**src/hdl/ums_defines.vh**
```
// constants for the four-channel serial modem-signal and interrupt block
// Functional notes
// - low carrier detect reads as status bit 7
// - set ready reads bit 5, no data effect
// - terminal ready low while control bit 0 set
// - reset drives terminal ready high
// - interrupt pin driven only while gate bit set or force enable input high
// - force enable input drives all interrupt pins
// - interrupt pin high for enabled pending interrupt
// - four sources: error, data/timeout, empty, modem
// - reset leaves interrupt pins disabled
// - read returns addressed register of selected channel
// - write stores data into addressed channel register
// - reset clears registers, sets outputs defined
// - transmit and receive paths disabled during reset
// - low ring indicator reads as status bit 6
// - setting control bit drives request to send low
// - request to send high on reset, loopback, clear
// - auto mode: receiver forces request to send high
// - three register-select bits choose the register
// - only the selected channel answers
// - reset puts transmit output in marking state
// - loopback feeds transmit back into receiver
`ifndef UMS_DEFINES_VH
`define UMS_DEFINES_VH

// ----------------------------------------------------------------
// address map
// ----------------------------------------------------------------
`define UMS_ADDR_REG_LSB 2
`define UMS_ADDR_CH_LSB  5
`define UMS_ADDR_TOP_LSB 7
`define UMS_REG_DATA     3'h0
`define UMS_REG_IEN      3'h1
`define UMS_REG_IID      3'h2
`define UMS_REG_MCTL     3'h4
`define UMS_REG_MSTAT    3'h6
`define UMS_REG_SCRATCH  3'h7

// ----------------------------------------------------------------
// modem control fields
// ----------------------------------------------------------------
`define UMS_MC_TERM      0
`define UMS_MC_RTS       1
`define UMS_MC_OUT1      2
`define UMS_MC_GATE      3
`define UMS_MC_LOOP      4
`define UMS_MC_AUTORTS   5
`define UMS_MC_RESET     8'h00

// ----------------------------------------------------------------
// interrupt enable fields and identification codes
// ----------------------------------------------------------------
`define UMS_IE_RXD       0
`define UMS_IE_THRE      1
`define UMS_IE_LINE      2
`define UMS_IE_MODEM     3
`define UMS_IE_RESET     8'h00
`define UMS_ID_NONE      4'h1
`define UMS_ID_LINE      4'h6
`define UMS_ID_RXD       4'h4
`define UMS_ID_TMO       4'hc
`define UMS_ID_THRE      4'h2
`define UMS_ID_MODEM     4'h0

`endif

```
**src/hdl/ums_irq_prio.v**
```verilog
// interrupt source priority encoder for one channel
`include "ums_defines.vh"
`timescale 1ns/10ps
`default_nettype none
module ums_irq_prio
(
  // enabled pending sources
  input  wire       src_line,
  input  wire       src_rxd,
  input  wire       src_tmo,
  input  wire       src_thre,
  input  wire       src_modem,
  // result
  output reg  [3:0] id_code,
  output wire       any
);
  assign any = src_line | src_rxd | src_tmo | src_thre | src_modem;

  // line error outranks data, data outranks empty, modem is last
  always @*
  begin
    if (src_line)
      id_code = `UMS_ID_LINE;
    else if (src_rxd)
      id_code = `UMS_ID_RXD;
    else if (src_tmo)
      id_code = `UMS_ID_TMO;
    else if (src_thre)
      id_code = `UMS_ID_THRE;
    else if (src_modem)
      id_code = `UMS_ID_MODEM;
    else
      id_code = `UMS_ID_NONE;
  end
endmodule
`default_nettype wire

```
**src/hdl/ums_rst_sync.v**
```verilog
// reset release synchroniser
`timescale 1ns/10ps
`default_nettype none
module ums_rst_sync
(
  // clock and raw reset
  input  wire mclk,
  input  wire arst_n,
  // synchronised reset
  output wire srst_n
);
  reg stage1;
  reg stage2;

  // assertion is immediate, release waits two edges
  always @(posedge mclk or negedge arst_n)
  begin
    if (!arst_n)
    begin
      stage1 <= 1'b0;
      stage2 <= 1'b0;
    end
    else
    begin
      stage1 <= 1'b1;
      stage2 <= stage1;
    end
  end

  assign srst_n = stage2;
endmodule
`default_nettype wire

```
**src/hdl/ums_top.v**
```verilog
// four-channel modem signal, interrupt pin and register block
`include "ums_defines.vh"
`timescale 1ns/10ps
`default_nettype none
module ums_top
#(
  parameter NUM_CH = 4
)
(
  // clock and reset
  input  wire                  mclk,
  input  wire                  arst_n,
  // ahb-lite slave
  input  wire                  hsel,
  input  wire [31:0]           haddr,
  input  wire [1:0]            htrans,
  input  wire                  hwrite,
  input  wire [2:0]            hsize,
  input  wire [31:0]           hwdata,
  input  wire                  hready,
  output reg                   hreadyout,
  output reg  [31:0]           hrdata,
  output reg                   hresp,
  // global interrupt override
  input  wire                  interrupt_force_enable,
  // modem status inputs, active low
  input  wire [NUM_CH-1:0]     carrier_detect_n,
  input  wire [NUM_CH-1:0]     set_ready_n,
  input  wire [NUM_CH-1:0]     ring_indicator_n,
  input  wire [NUM_CH-1:0]     clear_to_send_n,
  // modem control outputs, active low
  output wire [NUM_CH-1:0]     terminal_ready_n,
  output wire [NUM_CH-1:0]     request_to_send_n,
  // three-state interrupt pins
  output wire [NUM_CH-1:0]     channel_irq,
  output wire [NUM_CH-1:0]     channel_irq_oe_n,
  // serial pins and framing path
  input  wire [NUM_CH-1:0]     serial_rx,
  output wire [NUM_CH-1:0]     serial_tx,
  input  wire [NUM_CH-1:0]     tx_shift_bit,
  output wire [NUM_CH-1:0]     rx_shift_bit,
  // receiver and transmitter status
  input  wire [NUM_CH*8-1:0]   rx_data,
  input  wire [NUM_CH-1:0]     rx_data_avail,
  input  wire [NUM_CH-1:0]     rx_timeout,
  input  wire [NUM_CH-1:0]     rx_line_error,
  input  wire [NUM_CH-1:0]     rx_above_threshold,
  input  wire [NUM_CH-1:0]     fifo_mode,
  input  wire [NUM_CH-1:0]     tx_holding_empty,
  // datapath strobes
  output wire [NUM_CH-1:0]     tx_load,
  output wire [NUM_CH*8-1:0]   tx_byte,
  output wire [NUM_CH-1:0]     rx_unload
);

  // ----------------------------------------------------------------
  // reset
  // ----------------------------------------------------------------
  wire srst_n;

  ums_rst_sync u_rst
  (
    .mclk   (mclk),
    .arst_n (arst_n),
    .srst_n (srst_n)
  );

  // ----------------------------------------------------------------
  // ahb-lite address phase capture
  // ----------------------------------------------------------------
  reg        ap_wr;
  reg        ap_rd;
  reg        ap_map;
  reg [1:0]  ap_ch;
  reg [2:0]  ap_idx;
  wire       ap_take;
  wire       addr_hit;
  wire       read_strobe_n;
  wire       write_strobe_n;
  wire [NUM_CH*8-1:0] rd_bus;
  reg  [7:0] rd_byte;

  assign ap_take  = hsel & hready & htrans[1];
  // only aligned words inside the four channel windows below 0x80 decode; the rest read 0
  assign addr_hit = (haddr[31:`UMS_ADDR_TOP_LSB] == 25'h0000000) &
                    (haddr[1:0] == 2'b00);

  always @(posedge mclk or negedge srst_n)
  begin
    if (!srst_n)
    begin
      ap_wr  <= 1'b0;
      ap_rd  <= 1'b0;
      ap_map <= 1'b0;
      ap_ch  <= 2'h0;
      ap_idx <= 3'h0;
    end
    else
    begin
      ap_wr <= ap_take & hwrite;
      ap_rd <= ap_take & ~hwrite;
      if (ap_take)
      begin
        ap_map <= addr_hit;
        ap_ch  <= haddr[`UMS_ADDR_CH_LSB+1:`UMS_ADDR_CH_LSB];
        ap_idx <= haddr[`UMS_ADDR_REG_LSB+2:`UMS_ADDR_REG_LSB];
      end
    end
  end

  // bus transfers stand in for the strobe pins of a parallel bus
  assign read_strobe_n  = ~(ap_rd & ap_map);
  assign write_strobe_n = ~(ap_wr & ap_map);

  // reads take one wait state so hrdata comes from a flop
  always @*
  begin
    rd_byte = 8'h00;
    if (!read_strobe_n)
      rd_byte = rd_bus[ap_ch*8 +: 8];
  end

  always @(posedge mclk or negedge srst_n)
  begin
    if (!srst_n)
    begin
      hreadyout <= 1'b1;
      hrdata    <= 32'h00000000;
      hresp     <= 1'b0;
    end
    else
    begin
      hresp <= 1'b0;
      if (ap_take & ~hwrite)
        hreadyout <= 1'b0;
      else
        hreadyout <= 1'b1;
      if (ap_rd)
        hrdata <= {24'h000000, rd_byte};
    end
  end

  // ----------------------------------------------------------------
  // per-channel registers and pins
  // ----------------------------------------------------------------
  genvar g;
  generate
    for (g = 0; g < NUM_CH; g = g + 1)
    begin : ch
      reg  [7:0] ien;
      reg  [7:0] mctl;
      reg  [7:0] scratch;
      reg  [3:0] delta;
      reg  [3:0] prev_act;
      reg        thre_pend;
      reg        prev_empty;
      reg        irq;
      reg        irq_oe_n;
      reg        term_n;
      reg        rts_n;
      reg        tx_pin;
      reg        rx_pin;
      reg        load;
      reg  [7:0] load_byte;
      reg        unload;
      reg  [7:0] rd_val;
      reg  [3:0] act;
      reg  [3:0] delta_set;
      wire       sel_rd;
      wire       sel_wr;
      wire       loop;
      wire       msr_rd;
      wire       iid_rd;
      wire [3:0] id_code;
      wire       any;

      assign sel_rd = ~read_strobe_n & (ap_ch == g);
      assign sel_wr = ~write_strobe_n & (ap_ch == g);
      assign loop   = mctl[`UMS_MC_LOOP];
      assign msr_rd = sel_rd & (ap_idx == `UMS_REG_MSTAT);
      assign iid_rd = sel_rd & (ap_idx == `UMS_REG_IID);

      // status as active-high levels: cd, ri, dsr, cts
      always @*
      begin
        act = 4'h0;
        delta_set = 4'h0;
        if (loop)
          act = {mctl[`UMS_MC_GATE], mctl[`UMS_MC_OUT1],
                 mctl[`UMS_MC_TERM], mctl[`UMS_MC_RTS]};
        else
          act = {~carrier_detect_n[g], ~ring_indicator_n[g],
                 ~set_ready_n[g], ~clear_to_send_n[g]};
        delta_set[3] = act[3] ^ prev_act[3];
        delta_set[2] = prev_act[2] & ~act[2];
        delta_set[1] = act[1] ^ prev_act[1];
        delta_set[0] = act[0] ^ prev_act[0];
      end

      ums_irq_prio u_prio
      (
        .src_line  (rx_line_error[g] & ien[`UMS_IE_LINE]),
        .src_rxd   (rx_data_avail[g] & ien[`UMS_IE_RXD]),
        .src_tmo   (rx_timeout[g] & fifo_mode[g] & ien[`UMS_IE_RXD]),
        .src_thre  (thre_pend & ien[`UMS_IE_THRE]),
        .src_modem ((|delta) & ien[`UMS_IE_MODEM]),
        .id_code   (id_code),
        .any       (any)
      );

      always @*
      begin
        rd_val = 8'h00;
        case (ap_idx)
          `UMS_REG_DATA:    rd_val = rx_data[g*8 +: 8];
          `UMS_REG_IEN:     rd_val = ien;
          `UMS_REG_IID:     rd_val = {{2{fifo_mode[g]}}, 2'b00, id_code};
          `UMS_REG_MCTL:    rd_val = mctl;
          `UMS_REG_MSTAT:   rd_val = {act, delta};
          `UMS_REG_SCRATCH: rd_val = scratch;
          default:          rd_val = 8'h00;
        endcase
      end
      assign rd_bus[g*8 +: 8] = rd_val;

      // register file; reset clears it and parks every pin
      always @(posedge mclk or negedge srst_n)
      begin
        if (!srst_n)
        begin
          ien        <= `UMS_IE_RESET;
          mctl       <= `UMS_MC_RESET;
          scratch    <= 8'h00;
          delta      <= 4'h0;
          prev_act   <= 4'h0;
          thre_pend  <= 1'b0;
          prev_empty <= 1'b0;
          irq        <= 1'b0;
          irq_oe_n   <= 1'b1;
          term_n     <= 1'b1;
          rts_n      <= 1'b1;
          tx_pin     <= 1'b1;
          rx_pin     <= 1'b1;
          load       <= 1'b0;
          load_byte  <= 8'h00;
          unload     <= 1'b0;
        end
        else
        begin
          if (sel_wr)
          begin
            case (ap_idx)
              `UMS_REG_IEN:     ien     <= {4'h0, hwdata[3:0]};
              `UMS_REG_MCTL:    mctl    <= {2'b00, hwdata[5:0]};
              `UMS_REG_SCRATCH: scratch <= hwdata[7:0];
              default:          scratch <= scratch;
            endcase
          end
          load      <= sel_wr & (ap_idx == `UMS_REG_DATA);
          unload    <= sel_rd & (ap_idx == `UMS_REG_DATA);
          if (sel_wr & (ap_idx == `UMS_REG_DATA))
            load_byte <= hwdata[7:0];
          // a change in the same cycle as the status read is kept
          prev_act   <= act;
          delta      <= (delta & {4{~msr_rd}}) | delta_set;
          prev_empty <= tx_holding_empty[g];
          // empty flag clears on a data write or when it is reported
          thre_pend  <= (thre_pend &
                         ~(sel_wr & (ap_idx == `UMS_REG_DATA)) &
                         ~(iid_rd & (id_code == `UMS_ID_THRE))) |
                        (tx_holding_empty[g] & ~prev_empty);
          irq      <= any;
          irq_oe_n <= ~(interrupt_force_enable | mctl[`UMS_MC_GATE]);
          term_n   <= ~mctl[`UMS_MC_TERM];
          rts_n    <= ~(mctl[`UMS_MC_RTS] & ~loop &
                        ~(mctl[`UMS_MC_AUTORTS] & rx_above_threshold[g]));
          // loopback holds the pin marking and wraps the shifter inward
          tx_pin   <= loop | tx_shift_bit[g];
          rx_pin   <= loop ? tx_shift_bit[g] : serial_rx[g];
        end
      end

      assign channel_irq[g]       = irq;
      assign channel_irq_oe_n[g]  = irq_oe_n;
      assign terminal_ready_n[g]  = term_n;
      assign request_to_send_n[g] = rts_n;
      assign serial_tx[g]         = tx_pin;
      assign rx_shift_bit[g]      = rx_pin;
      assign tx_load[g]           = load;
      assign tx_byte[g*8 +: 8]    = load_byte;
      assign rx_unload[g]         = unload;
    end
  endgenerate

endmodule
`default_nettype wire

```
**config.mk**
```make
export PLATFORM = sky130hd
export DESIGN_NAME = ums_top
export DESIGN_NICKNAME = d
export VERILOG_FILES = /design/src/hdl/ums_irq_prio.v /design/src/hdl/ums_rst_sync.v /design/src/hdl/ums_top.v
export VERILOG_INCLUDE_DIRS = /design/src /design/src/hdl
export SDC_FILE = /design/constraint.sdc
export NUM_CORES = 1
export LEC_CHECK = 0
export ABC_AREA = 1
export BUFFER_PORTS_ARGS = -buffer_cell sky130_fd_sc_hd__buf_2
export CAP_MARGIN = 5
export CORE_MARGIN = 2
export CORE_UTILIZATION = 25
export CTS_CLUSTER_DIAMETER = 60
export CTS_CLUSTER_SIZE = 16
export DETAILED_ROUTE_END_ITERATION = 10
export GPL_ROUTABILITY_DRIVEN = 0
export HOLD_SLACK_MARGIN = 0.05
export PLACE_DENSITY = 0.5
export SLEW_MARGIN = 10
export SYNTH_ARGS = -nofsm -noshare
export SYNTH_HDL_FRONTEND = slang
export SYNTH_SLANG_ARGS = --single-unit
```
**constraint.sdc**
```tcl
create_clock -name mclk -period 17.75 [get_ports mclk]
set_clock_uncertainty 0.05 [all_clocks]
set_input_delay 3.55 -clock mclk [delete_from_list [all_inputs] [get_ports mclk]]
set_output_delay 3.55 -clock mclk [all_outputs]
set_load 0.005 [all_outputs]
```
======== Word-level counts from Yosys, hierarchy flattened ========
Index checks and enable logic that the tools add are counted.
cells by class
  reduce and logical (&&, ||, !) cells .... 20
  shift-type cells ........................ 1
  equality and inequality tests ........... 12
  bitwise logic cells ..................... 192
  mux-type cells .......................... 34
operators with widths
  cell                                           number
  case mux 8 bit (6 select lines)                4
  AND 1 bit                                      87
  2-to-1 mux 4 bit                               20
  NOT 1 bit                                      57
  indexed part select 32 x 6 -> 8 bit            1
  bitwise OR 1 bit                               28
  logical NOT 25 bit                             1
  AND reduction 2 bit                            12
  AND 4 bit                                      4
  == test 4 x 2 -> 1 bit, second input constant  4
  bitwise OR 4 bit                               4
  OR reduction 4 bit                             4
  XOR 1 bit                                      12
  == test 3 bit, second input constant           3
  2-to-1 mux 1 bit                               9
  2-to-1 mux 8 bit                               1
  == test 2 bit, second input constant           2
  logical NOT 2 bit                              2
  == test 3 x 1 -> 1 bit, second input constant  1
  == test 3 x 2 -> 1 bit, second input constant  1
  logical NOT 3 bit                              1
  == test 2 x 1 -> 1 bit, second input constant  1
word-level totals
  logic and storage cells ................. 332
  register bits after elaboration ......... 195
  output and inout bits ................... 98

======== Logic depth before layout (Yosys ltp) ========
Gate-level depths: netlist of run 1.
  word-level depth ........................ 12
  depth in mapped cells ................... 14
  gate-level depth less buffers ........... 11

======== Cells and area by module ========
Synthesis of run 1 repeated with hierarchy kept, for this count alone.
unflattened totals
  cell total of the unflattened synthesis .. 1211
  area, all modules ....................... 9705.6 um2
by module, submodules not included
  module        area each (um2)  sequential area each (um2)  instances  cells each
  ums_top       9451.6           4855.9                      1          1168
  ums_irq_prio  50.0             0.0                         4          10
  ums_rst_sync  53.8             50.0                        1          3

======== Least setup slack after synthesis of run 1 ========
No wires, ideal clock.
  kind .................................... input-to-reg
  start ................................... input port rx_data_avail[3]
  end ..................................... register hrdata[2]
  arrival time ............................ 4.264 ns
  stages .................................. 10
  required time ........................... 17.581 ns
  slack ................................... 13.317 ns
  cell sequence ........................... nand2_1 > nand2_1 > nor2_1 > nor2_1 > nor2_1 > nand3_1 > nand2_1 > nand2_1 > nand3_1 > nand2_1
on the way
  cells in the longest elaborated chain, start to end .. 6
ends and longest elaborated chain
  element                              RTL line           source
  from (decl)                          ums_top.v:44       input wire [NUM_CH-1:0] rx_data_avail,
  AND 1 bit                            ums_top.v:203      .src_rxd (rx_data_avail[g] & ien[`UMS_IE_RXD]),
  2-to-1 mux 4 bit                     ums_irq_prio.v:24  else if (src_rxd)
  2-to-1 mux 4 bit                     ums_irq_prio.v:22  if (src_line)
  case mux 8 bit (6 select lines)      ums_top.v:214      case (ap_idx)
  indexed part select 32 x 6 -> 8 bit  ums_top.v:120      rd_byte = rd_bus[ap_ch*8 +: 8];
  2-to-1 mux 8 bit                     ums_top.v:119      if (!read_strobe_n)
  to (signal assigned)                 ums_top.v:139      hrdata <= {24'h000000, rd_byte};
  to (decl)                            ums_top.v:22       output reg [31:0] hrdata,
Every way passes these cells.
A chain may end at the register's enable or synchronous reset.

======== Final worst setup path of run 1 ========
  start ................................... register ch[1].rx_pin
  end ..................................... output port rx_shift_bit[1]
RTL lines
  element                 RTL line       source
  from (decl)             ums_top.v:162  reg rx_pin;
  from (signal assigned)  ums_top.v:279  rx_pin <= loop ? tx_shift_bit[g] : serial_rx[g];
  to (decl)               ums_top.v:41   output wire [NUM_CH-1:0] rx_shift_bit,
No word-level cell between the ends.

==> impl_metrics.ini, run 1 <==
[run_status]
status = complete, no violations

[die]
die_y_um = 198
fp.dieArea_um2 = 39100
core-area_um2 = 36800
io_pins = 253
chipWidth_um = 198
fp-row-count = 70
initial_core_util = 0.255

[critical_path]
slowest_delay_ps = 540
critical_path_class = flop to output port
startpoint_type = flop
worstPathCellList = buf_2
path_buf_inv = 1
slowest_stage = dfstp_2
crit_path_max_fanout = 1
critPathRequiredTime_ps = 14150
crit_family = flip-flops
cp.arrival_ps = 1080
worstSetupEndpointType = output port

[route]
drtIter0Drc = 649
drc = 0
wl_per_cell_um = 18.0
ant_nets = 0
vias = 7885
wl_um = 31800
first_pass_iters = 5
viasPerCell = 4.48

[sta]
post-route-period-util = 0.264
fmax_mhz = 214
slew_viol_final = 0
whs_ps = 302
rsz0062_at_grt = no
fin_crit_ps = 4680
final_hold_viol_count = 0
tightest_slew_ps = 1050
setup_viol = 0
maxSlewHeadroom = 0.302
setup_tns_ps = 0

[clocking]
cts-root-buf = clkbuf_16
cts.reportedPaths.clkPinSlew_ps = 80
post_cts_resized = 0
hold_buffers = 0
h-tree-depth = 4
clock-sinks = 195
clockBufferDepth = 2
cts_setup_buffers = 0
clk_latency_ps = 450
numCtsBuffers = 17
cts_tree = built

[grt]
grt_antenna_before_repair = 6
grt_pass1_wl_um = 47300
grt_max_degree = 76
first_global_vias = 7616
gr-total-overflow = 0
grt.total_usage = 0.166

[power]
pwr-share-seq = 0.443
p_per_area_nw_per_um2 = 93.9
p_leak_nw = 5.67
p_int_mw = 0.721
swShare = 0.303
p_clk_frac = 0.406
switchingPower_mw = 0.314
power_frac_comb = 0.151
peakVddDrop_mv = 0.0697

[final_layout]
drive_above_1_share = 0.227
nets = 1430
syn2layout_area_growth_pct = 17.5

[place]
port_buffers = 199
hpwl_um = 22900

[synthesis]
synth_compound_area_frac = 0.102
syn_avg_cell_area_um2 = 8.31
postSynthCellCount = 1129
synth.distinct_cells = 37
yosysWarnings = 0
synth_seq_area_share = 0.523
muxShareOfSynthArea = 0
synthSimpleGateAreaFrac = 0.252
synth_top_family_by_area = simple AND/OR/NAND/NOR gates
ys_ff_latch = 195
synth_area_um2 = 9380
synth_xor_area_frac = 0.00840
synthAdderAreaFrac = 0

[run]
maxCapViolCount = 0

[hold_path]
hp-class = flop to flop
## routing by layer
layer,GRT usage,share of wire,up-vias,routed length [µm]
li1,-,-,3831,-
met2,0.259,0.46,282,14600
met4,0.0551,0.026,4,816
met3,0.0438,0.074,44,2340
met1,0.222,0.44,3724,14000
met5,0,0.00076,-,24
## flip-flops by register name (all words and copies together), names as in the netlist, 8 cells and up
register / count
ch.delta: 16
ch.ien: 16
ch.load_byte: 32
ch.mctl: 24
ch.prev_act: 16
ch.scratch: 32
hrdata: 8
## area by class of cell
type	instances	area, µm²
well taps	468	586
flip-flops and latches	195	4910
repair buffers	205	1040
clock buffers	18	429
diodes	4	10.0
multi-input cells	762	3500
inverters	94	355
fillers	3992	25800
clock inverters	14	191
## metrics by stage
| step | cells | total power, mW | setup WS (ps) | cell area (µm²) | util |
|---|---|---|---|---|---|
| 5_1_grt | 1756 | 1.08 | 13030 | 11000 | 0.299 |
| 6_report | 1760 | 1.03 | 13070 | 11000 | 0.300 |
| 3_3_place_gp | 1724 | 0.624 | 12850 | 10400 | 0.282 |
| 2_1_floorplan | 1153 | 0.569 | 11900 | 9470 | - |
| 4_1_cts | 1756 | 1.05 | 13030 | 11000 | 0.299 |
| 3_5_place_dp | 1724 | 0.624 | 12830 | 10400 | 0.282 |
## Yosys cell counts
library cell | instances | share of area
nand3_2 | 1 | 0.0011
or2_2 | 6 | 0.0040
nor2_4 | 3 | 0.0036
nand3_1 | 82 | 0.044
inv_1 | 85 | 0.034
dfrtp_1 | 174 | 0.46
nor2_8 | 1 | 0.0021
o21ai_0 | 107 | 0.057
inv_4 | 1 | 0.00067
nand3_4 | 1 | 0.0019
clkinv_1 | 1 | 0.00040
inv_2 | 7 | 0.0028
a21oi_1 | 11 | 0.0059
dfstp_2 | 21 | 0.059
o211ai_1 | 1 | 0.00080
a22oi_1 | 5 | 0.0040
nor2_1 | 74 | 0.030
buf_1 | 1 | 0.00040
nand2_1 | 329 | 0.13
buf_4 | 67 | 0.054
o21ai_1 | 43 | 0.023
clkbuf_1 | 10 | 0.0040
conb_1 | 2 | 0.00080
buf_2 | 18 | 0.0096
o22ai_1 | 6 | 0.0040
nand4_1 | 19 | 0.013
nand2_2 | 7 | 0.0047
nand3b_1 | 5 | 0.0040
xor2_1 | 7 | 0.0065
nand2_4 | 4 | 0.0048
buf_6 | 5 | 0.0060
xnor2_1 | 2 | 0.0019
o21bai_1 | 9 | 0.0072
nor3_1 | 2 | 0.0011
nor4_1 | 7 | 0.0047
buf_12 | 1 | 0.0021
nor2_2 | 4 | 0.0027
## worst register-to-register path, delay by kind of cell, from the launching register on
family | cells | cell delay [ps]
AO/OA/AOI/OAI | 1 | 120
buffers and inverters | 2 | 720
flip-flops | 1 | 760
AND/OR/NAND/NOR | 6 | 1260
## power groups by stage
stage / clock (mW) / combinational [mW] / sequential, mW
finish: 0.420 / 0.157 / 0.458
global route: 0.451 / 0.173 / 0.460
floorplan: 0 / 0.104 / 0.465
CTS: 0.431 / 0.157 / 0.459
global placement: 0 / 0.156 / 0.467
detailed placement: 0 / 0.157 / 0.467
## cell usage in the layout, fill, tap and decap left out, drive strengths merged
cell type	count
a22oi	5
o211ai	1
nor3	2
conb	26
xnor2	2
clkinv	1
o21bai	9
nor4	7
dfstp	21
buf	205
nor2	82
nand4	19
dfrtp	174
nand2	340
o22ai	6
clkinvlp	4
nand3	84
xor2	7
o21ai	150
clkbuf	18
nand3b	5
inv	100
bufinv	3
or2	6
diode	4
a21oi	11
## path summary, 6_finish.rpt
kind,slack [ps],cells past startpoint,start,to
setup / recovery,13070,1,ch[1].rx_pin,rx_shift_bit[1]
hold / removal,300,0,u_rst.stage1,u_rst.srst_n
setup reg to reg,14770,9,ap_idx[0],hrdata[4]
hold reg to reg,300,0,u_rst.stage1,u_rst.srst_n
max in group asynchronous,14720,1,arst_n,u_rst.srst_n
min in group asynchronous,430,0,u_rst.srst_n,ch[0].irq
## cell families after synthesis
logic type / Yosys count
AND/OR/NAND/NOR: 545
flip-flops: 195
AO/OA/AOI/OAI: 182
other: 2
buffers and inverters: 196
XOR/XNOR: 9
No activity file was read; power rests on OpenSTA's default activity.
==> run 2: changes to the inputs <==
--- a/config.mk
+++ b/config.mk
@@ -6,7 +6,7 @@
 export SDC_FILE = /design/constraint.sdc
 export NUM_CORES = 1
 export LEC_CHECK = 0
-export ABC_AREA = 1
+export ABC_AREA = 0
 export BUFFER_PORTS_ARGS = -buffer_cell sky130_fd_sc_hd__buf_2
 export CAP_MARGIN = 5
 export CORE_MARGIN = 2
==> constraint.sdc (replaced) <==
create_clock -name mclk -period 4.7 [get_ports mclk]
set_clock_uncertainty 0.05 [all_clocks]
set_input_delay 0.94 -clock mclk [delete_from_list [all_inputs] [get_ports mclk]]
set_output_delay 0.94 -clock mclk [all_outputs]
set_load 0.005 [all_outputs]
==> run 2 against run 1 <==
Effect of this change: first-iteration DRC count is 21% lower; clock power rose to 3.6 times the previous value; sequential share of layout area down 0.72 points; critical path depth increased by 4; flip-flop and latch count unchanged; register-to-register slack got worse by 13000 ps; synthesized cell count is 27% lower; via count down 11%; wire length down 0.60%; combinational power grew to 3.7 times the previous value; non-clock buffer count rose by 4; hold slack worse by 84 ps; largest cell class unchanged; highest routed layer unchanged.
==> impl_metrics.ini, run 2 <==
[run_status]
status = complete, no violations

[grt]
first_global_vias = 6988
gr-total-overflow = 0
grt_max_degree = 87
grt.total_usage = 0.163
grt_antenna_before_repair = 8
grt_pass1_wl_um = 46000

[sta]
setup_tns_ps = 0
tightest_slew_ps = 990
final_hold_viol_count = 0
maxSlewHeadroom = 0.340
fmax_mhz = 344
rsz0062_at_grt = no
post-route-period-util = 0.619
fin_crit_ps = 2910
slew_viol_final = 0
setup_viol = 0

[route]
drc = 0
first_pass_iters = 5
viasPerCell = 4.67
vias = 7047
wl_um = 31600
drtIter0Drc = 510
wl_per_cell_um = 20.9
ant_nets = 0

[power]
p_per_area_nw_per_um2 = 347
p_leak_nw = 5.17
peakVddDrop_mv = 0.257

[clocking]
h-tree-depth = 4
clock-sinks = 195
clk_latency_ps = 450
clockBufferDepth = 2
cts_tree = built
cts-root-buf = clkbuf_16
numCtsBuffers = 17
cts_setup_buffers = 0
hold_buffers = 0
post_cts_resized = 0
cts.reportedPaths.clkPinSlew_ps = 80

[place]
port_buffers = 199
hpwl_um = 23100

[synthesis]
yosys.area.top_type_share = 0.462
synth.distinct_cells = 64
synth_area_leader_cell = dfrtp_1
synth_ff_type = dfrtp_1
synth_enable_flop_cells = 0
synth_area_um2 = 9430
synthArstFlopShare = 1.00
postSynthCellCount = 825
ys_ff_latch = 195
yosysWarnings = 0
synth_top_cells_by_count = 174 x dfrtp_1, 107 x mux2_2, 70 x nand2_1, 62 x buf_4, 34 x inv_1
synth.most_common_cell = dfrtp_1
syn_avg_cell_area_um2 = 11.4
synth_seq_area_share = 0.520
synth_top_cells_by_area = dfrtp_1 46%, mux2_2 13%, dfstp_2 5.9%

[critical_path]
path_common_cell = a221o_1
critPathRequiredTime_ps = 5040
critical_path_class = flop to flop
crit_path_max_fanout = 24
slowest_stage = dfrtp_1
path_buf_inv = 0
slowest_delay_ps = 950
cp.arrival_ps = 3250
cp_num_cells = 5
worstSetupEndpointType = flop
reg2regPathDepth = 5
crit_family = simple AND/OR/NAND/NOR gates
startpoint_type = flop
worstPathCellList = and3_1 > a221o_1 > a21oi_1 > nor4_1 > a221o_1

[die]
initial_core_util = 0.252
die_y_um = 198
fp-row-count = 71
fp.dieArea_um2 = 39300
io_pins = 253
core-area_um2 = 37400
chipWidth_um = 198

[final_layout]
final_common_cell = buf_2
fin_util = 0.299
drive_above_1_share = 0.400
fillers = 3876
multi_input_area_um2 = 3830
reg.largest.list = ch.load_byte (32), ch.scratch (32), ch.mctl (24)
regArea_um2 = 4910
nets = 1138
syn2layout_area_growth_pct = 18.8
mostFrequentLayoutCells = 199 x buf_2, 173 x dfrtp_1, 107 x mux2_2

[hold_path]
hp-class = input pin to async pin

[run]
maxCapViolCount = 0
-- run 2: changes by cell type in the layout (fill, tap and decap cells not counted), sizes merged, moves of 16 or more --
cell	delta
a221oi	+16
nand2b	+21
o21ai	-119
nor2	-46
nand2	-267
inv	-58
nand3	-75
mux2	+107
-- run 2: area by class of cell --
cell class / instances / share of cell area
inverter: 35 / 0.0117
tap: 511 / 0.0571
antenna: 3 / 0.000670
clock buffer: 17 / 0.0380
multi-input combinational: 525 / 0.342
clock inverter: 15 / 0.0151
timing repair buffer: 209 / 0.0967
sequential: 195 / 0.438
-- run 2: cell families after synthesis --
| kind of cell | after synthesis | share of synthesized area |
|---|---|---|
| other | 2 | 0.000797 |
| and+or+nand+nor | 200 | 0.113 |
| muxes | 122 | 0.144 |
| DFF | 195 | 0.520 |
| xor gates and xnor gates | 13 | 0.0121 |
| buffers and inverters | 129 | 0.0832 |
| AOI/OAI and AO/OA | 164 | 0.127 |
-- run 2: layer usage --
layer  global-route usage  vias to the layer above  share of wire
met1                0.211                     3520           0.44
met2                0.260                      251           0.48
met3               0.0436                       48          0.056
li1                     -                     3222              -
met5                    0                        -         0.0012
met4               0.0618                        6          0.030
-- run 2: worst register-to-register path, delay by kind of cell, from the launching register on --
| family | cells | cell delay (ps) |
|---|---|---|
| DFF | 1 | 950 |
| AOI/OAI and AO/OA | 3 | 540 |
| and+or+nand+nor | 2 | 1300 |
-- run 2: per-stage QoR --
stage	instance area, µm²	worst slack (ps)	cells	hold WS, ps	power (mW)
after floorplan	9520	1460	849	281	2.20
after global placement	10600	1780	1475	288	2.42
after detailed placement	10600	1790	1475	290	2.42
after CTS	11200	1770	1507	194	3.93
after global routing	11200	1590	1507	193	4.07
final	11200	1790	1510	218	3.89
-- run 2: path summary, 6_finish.rpt --
| check | from | end | slack [ps] |
|---|---|---|---|
| setup reg to reg | ap_idx[1] | hrdata[7] | 1790 |
| hold / removal | arst_n | u_rst.srst_n | 220 |
| hold reg to reg | u_rst.stage1 | u_rst.srst_n | 310 |
| setup / recovery | ap_idx[1] | hrdata[7] | 1790 |
| max in group asynchronous | u_rst.srst_n | hreadyout | 3050 |
| min in group mclk | u_rst.stage1 | u_rst.srst_n | 310 |
-- run 2: power by group --
group          switching [mW]  internal, mW
combinational           0.367         0.217
clock                   0.740         0.759
sequential             0.0835          1.72
total                    1.19          2.70
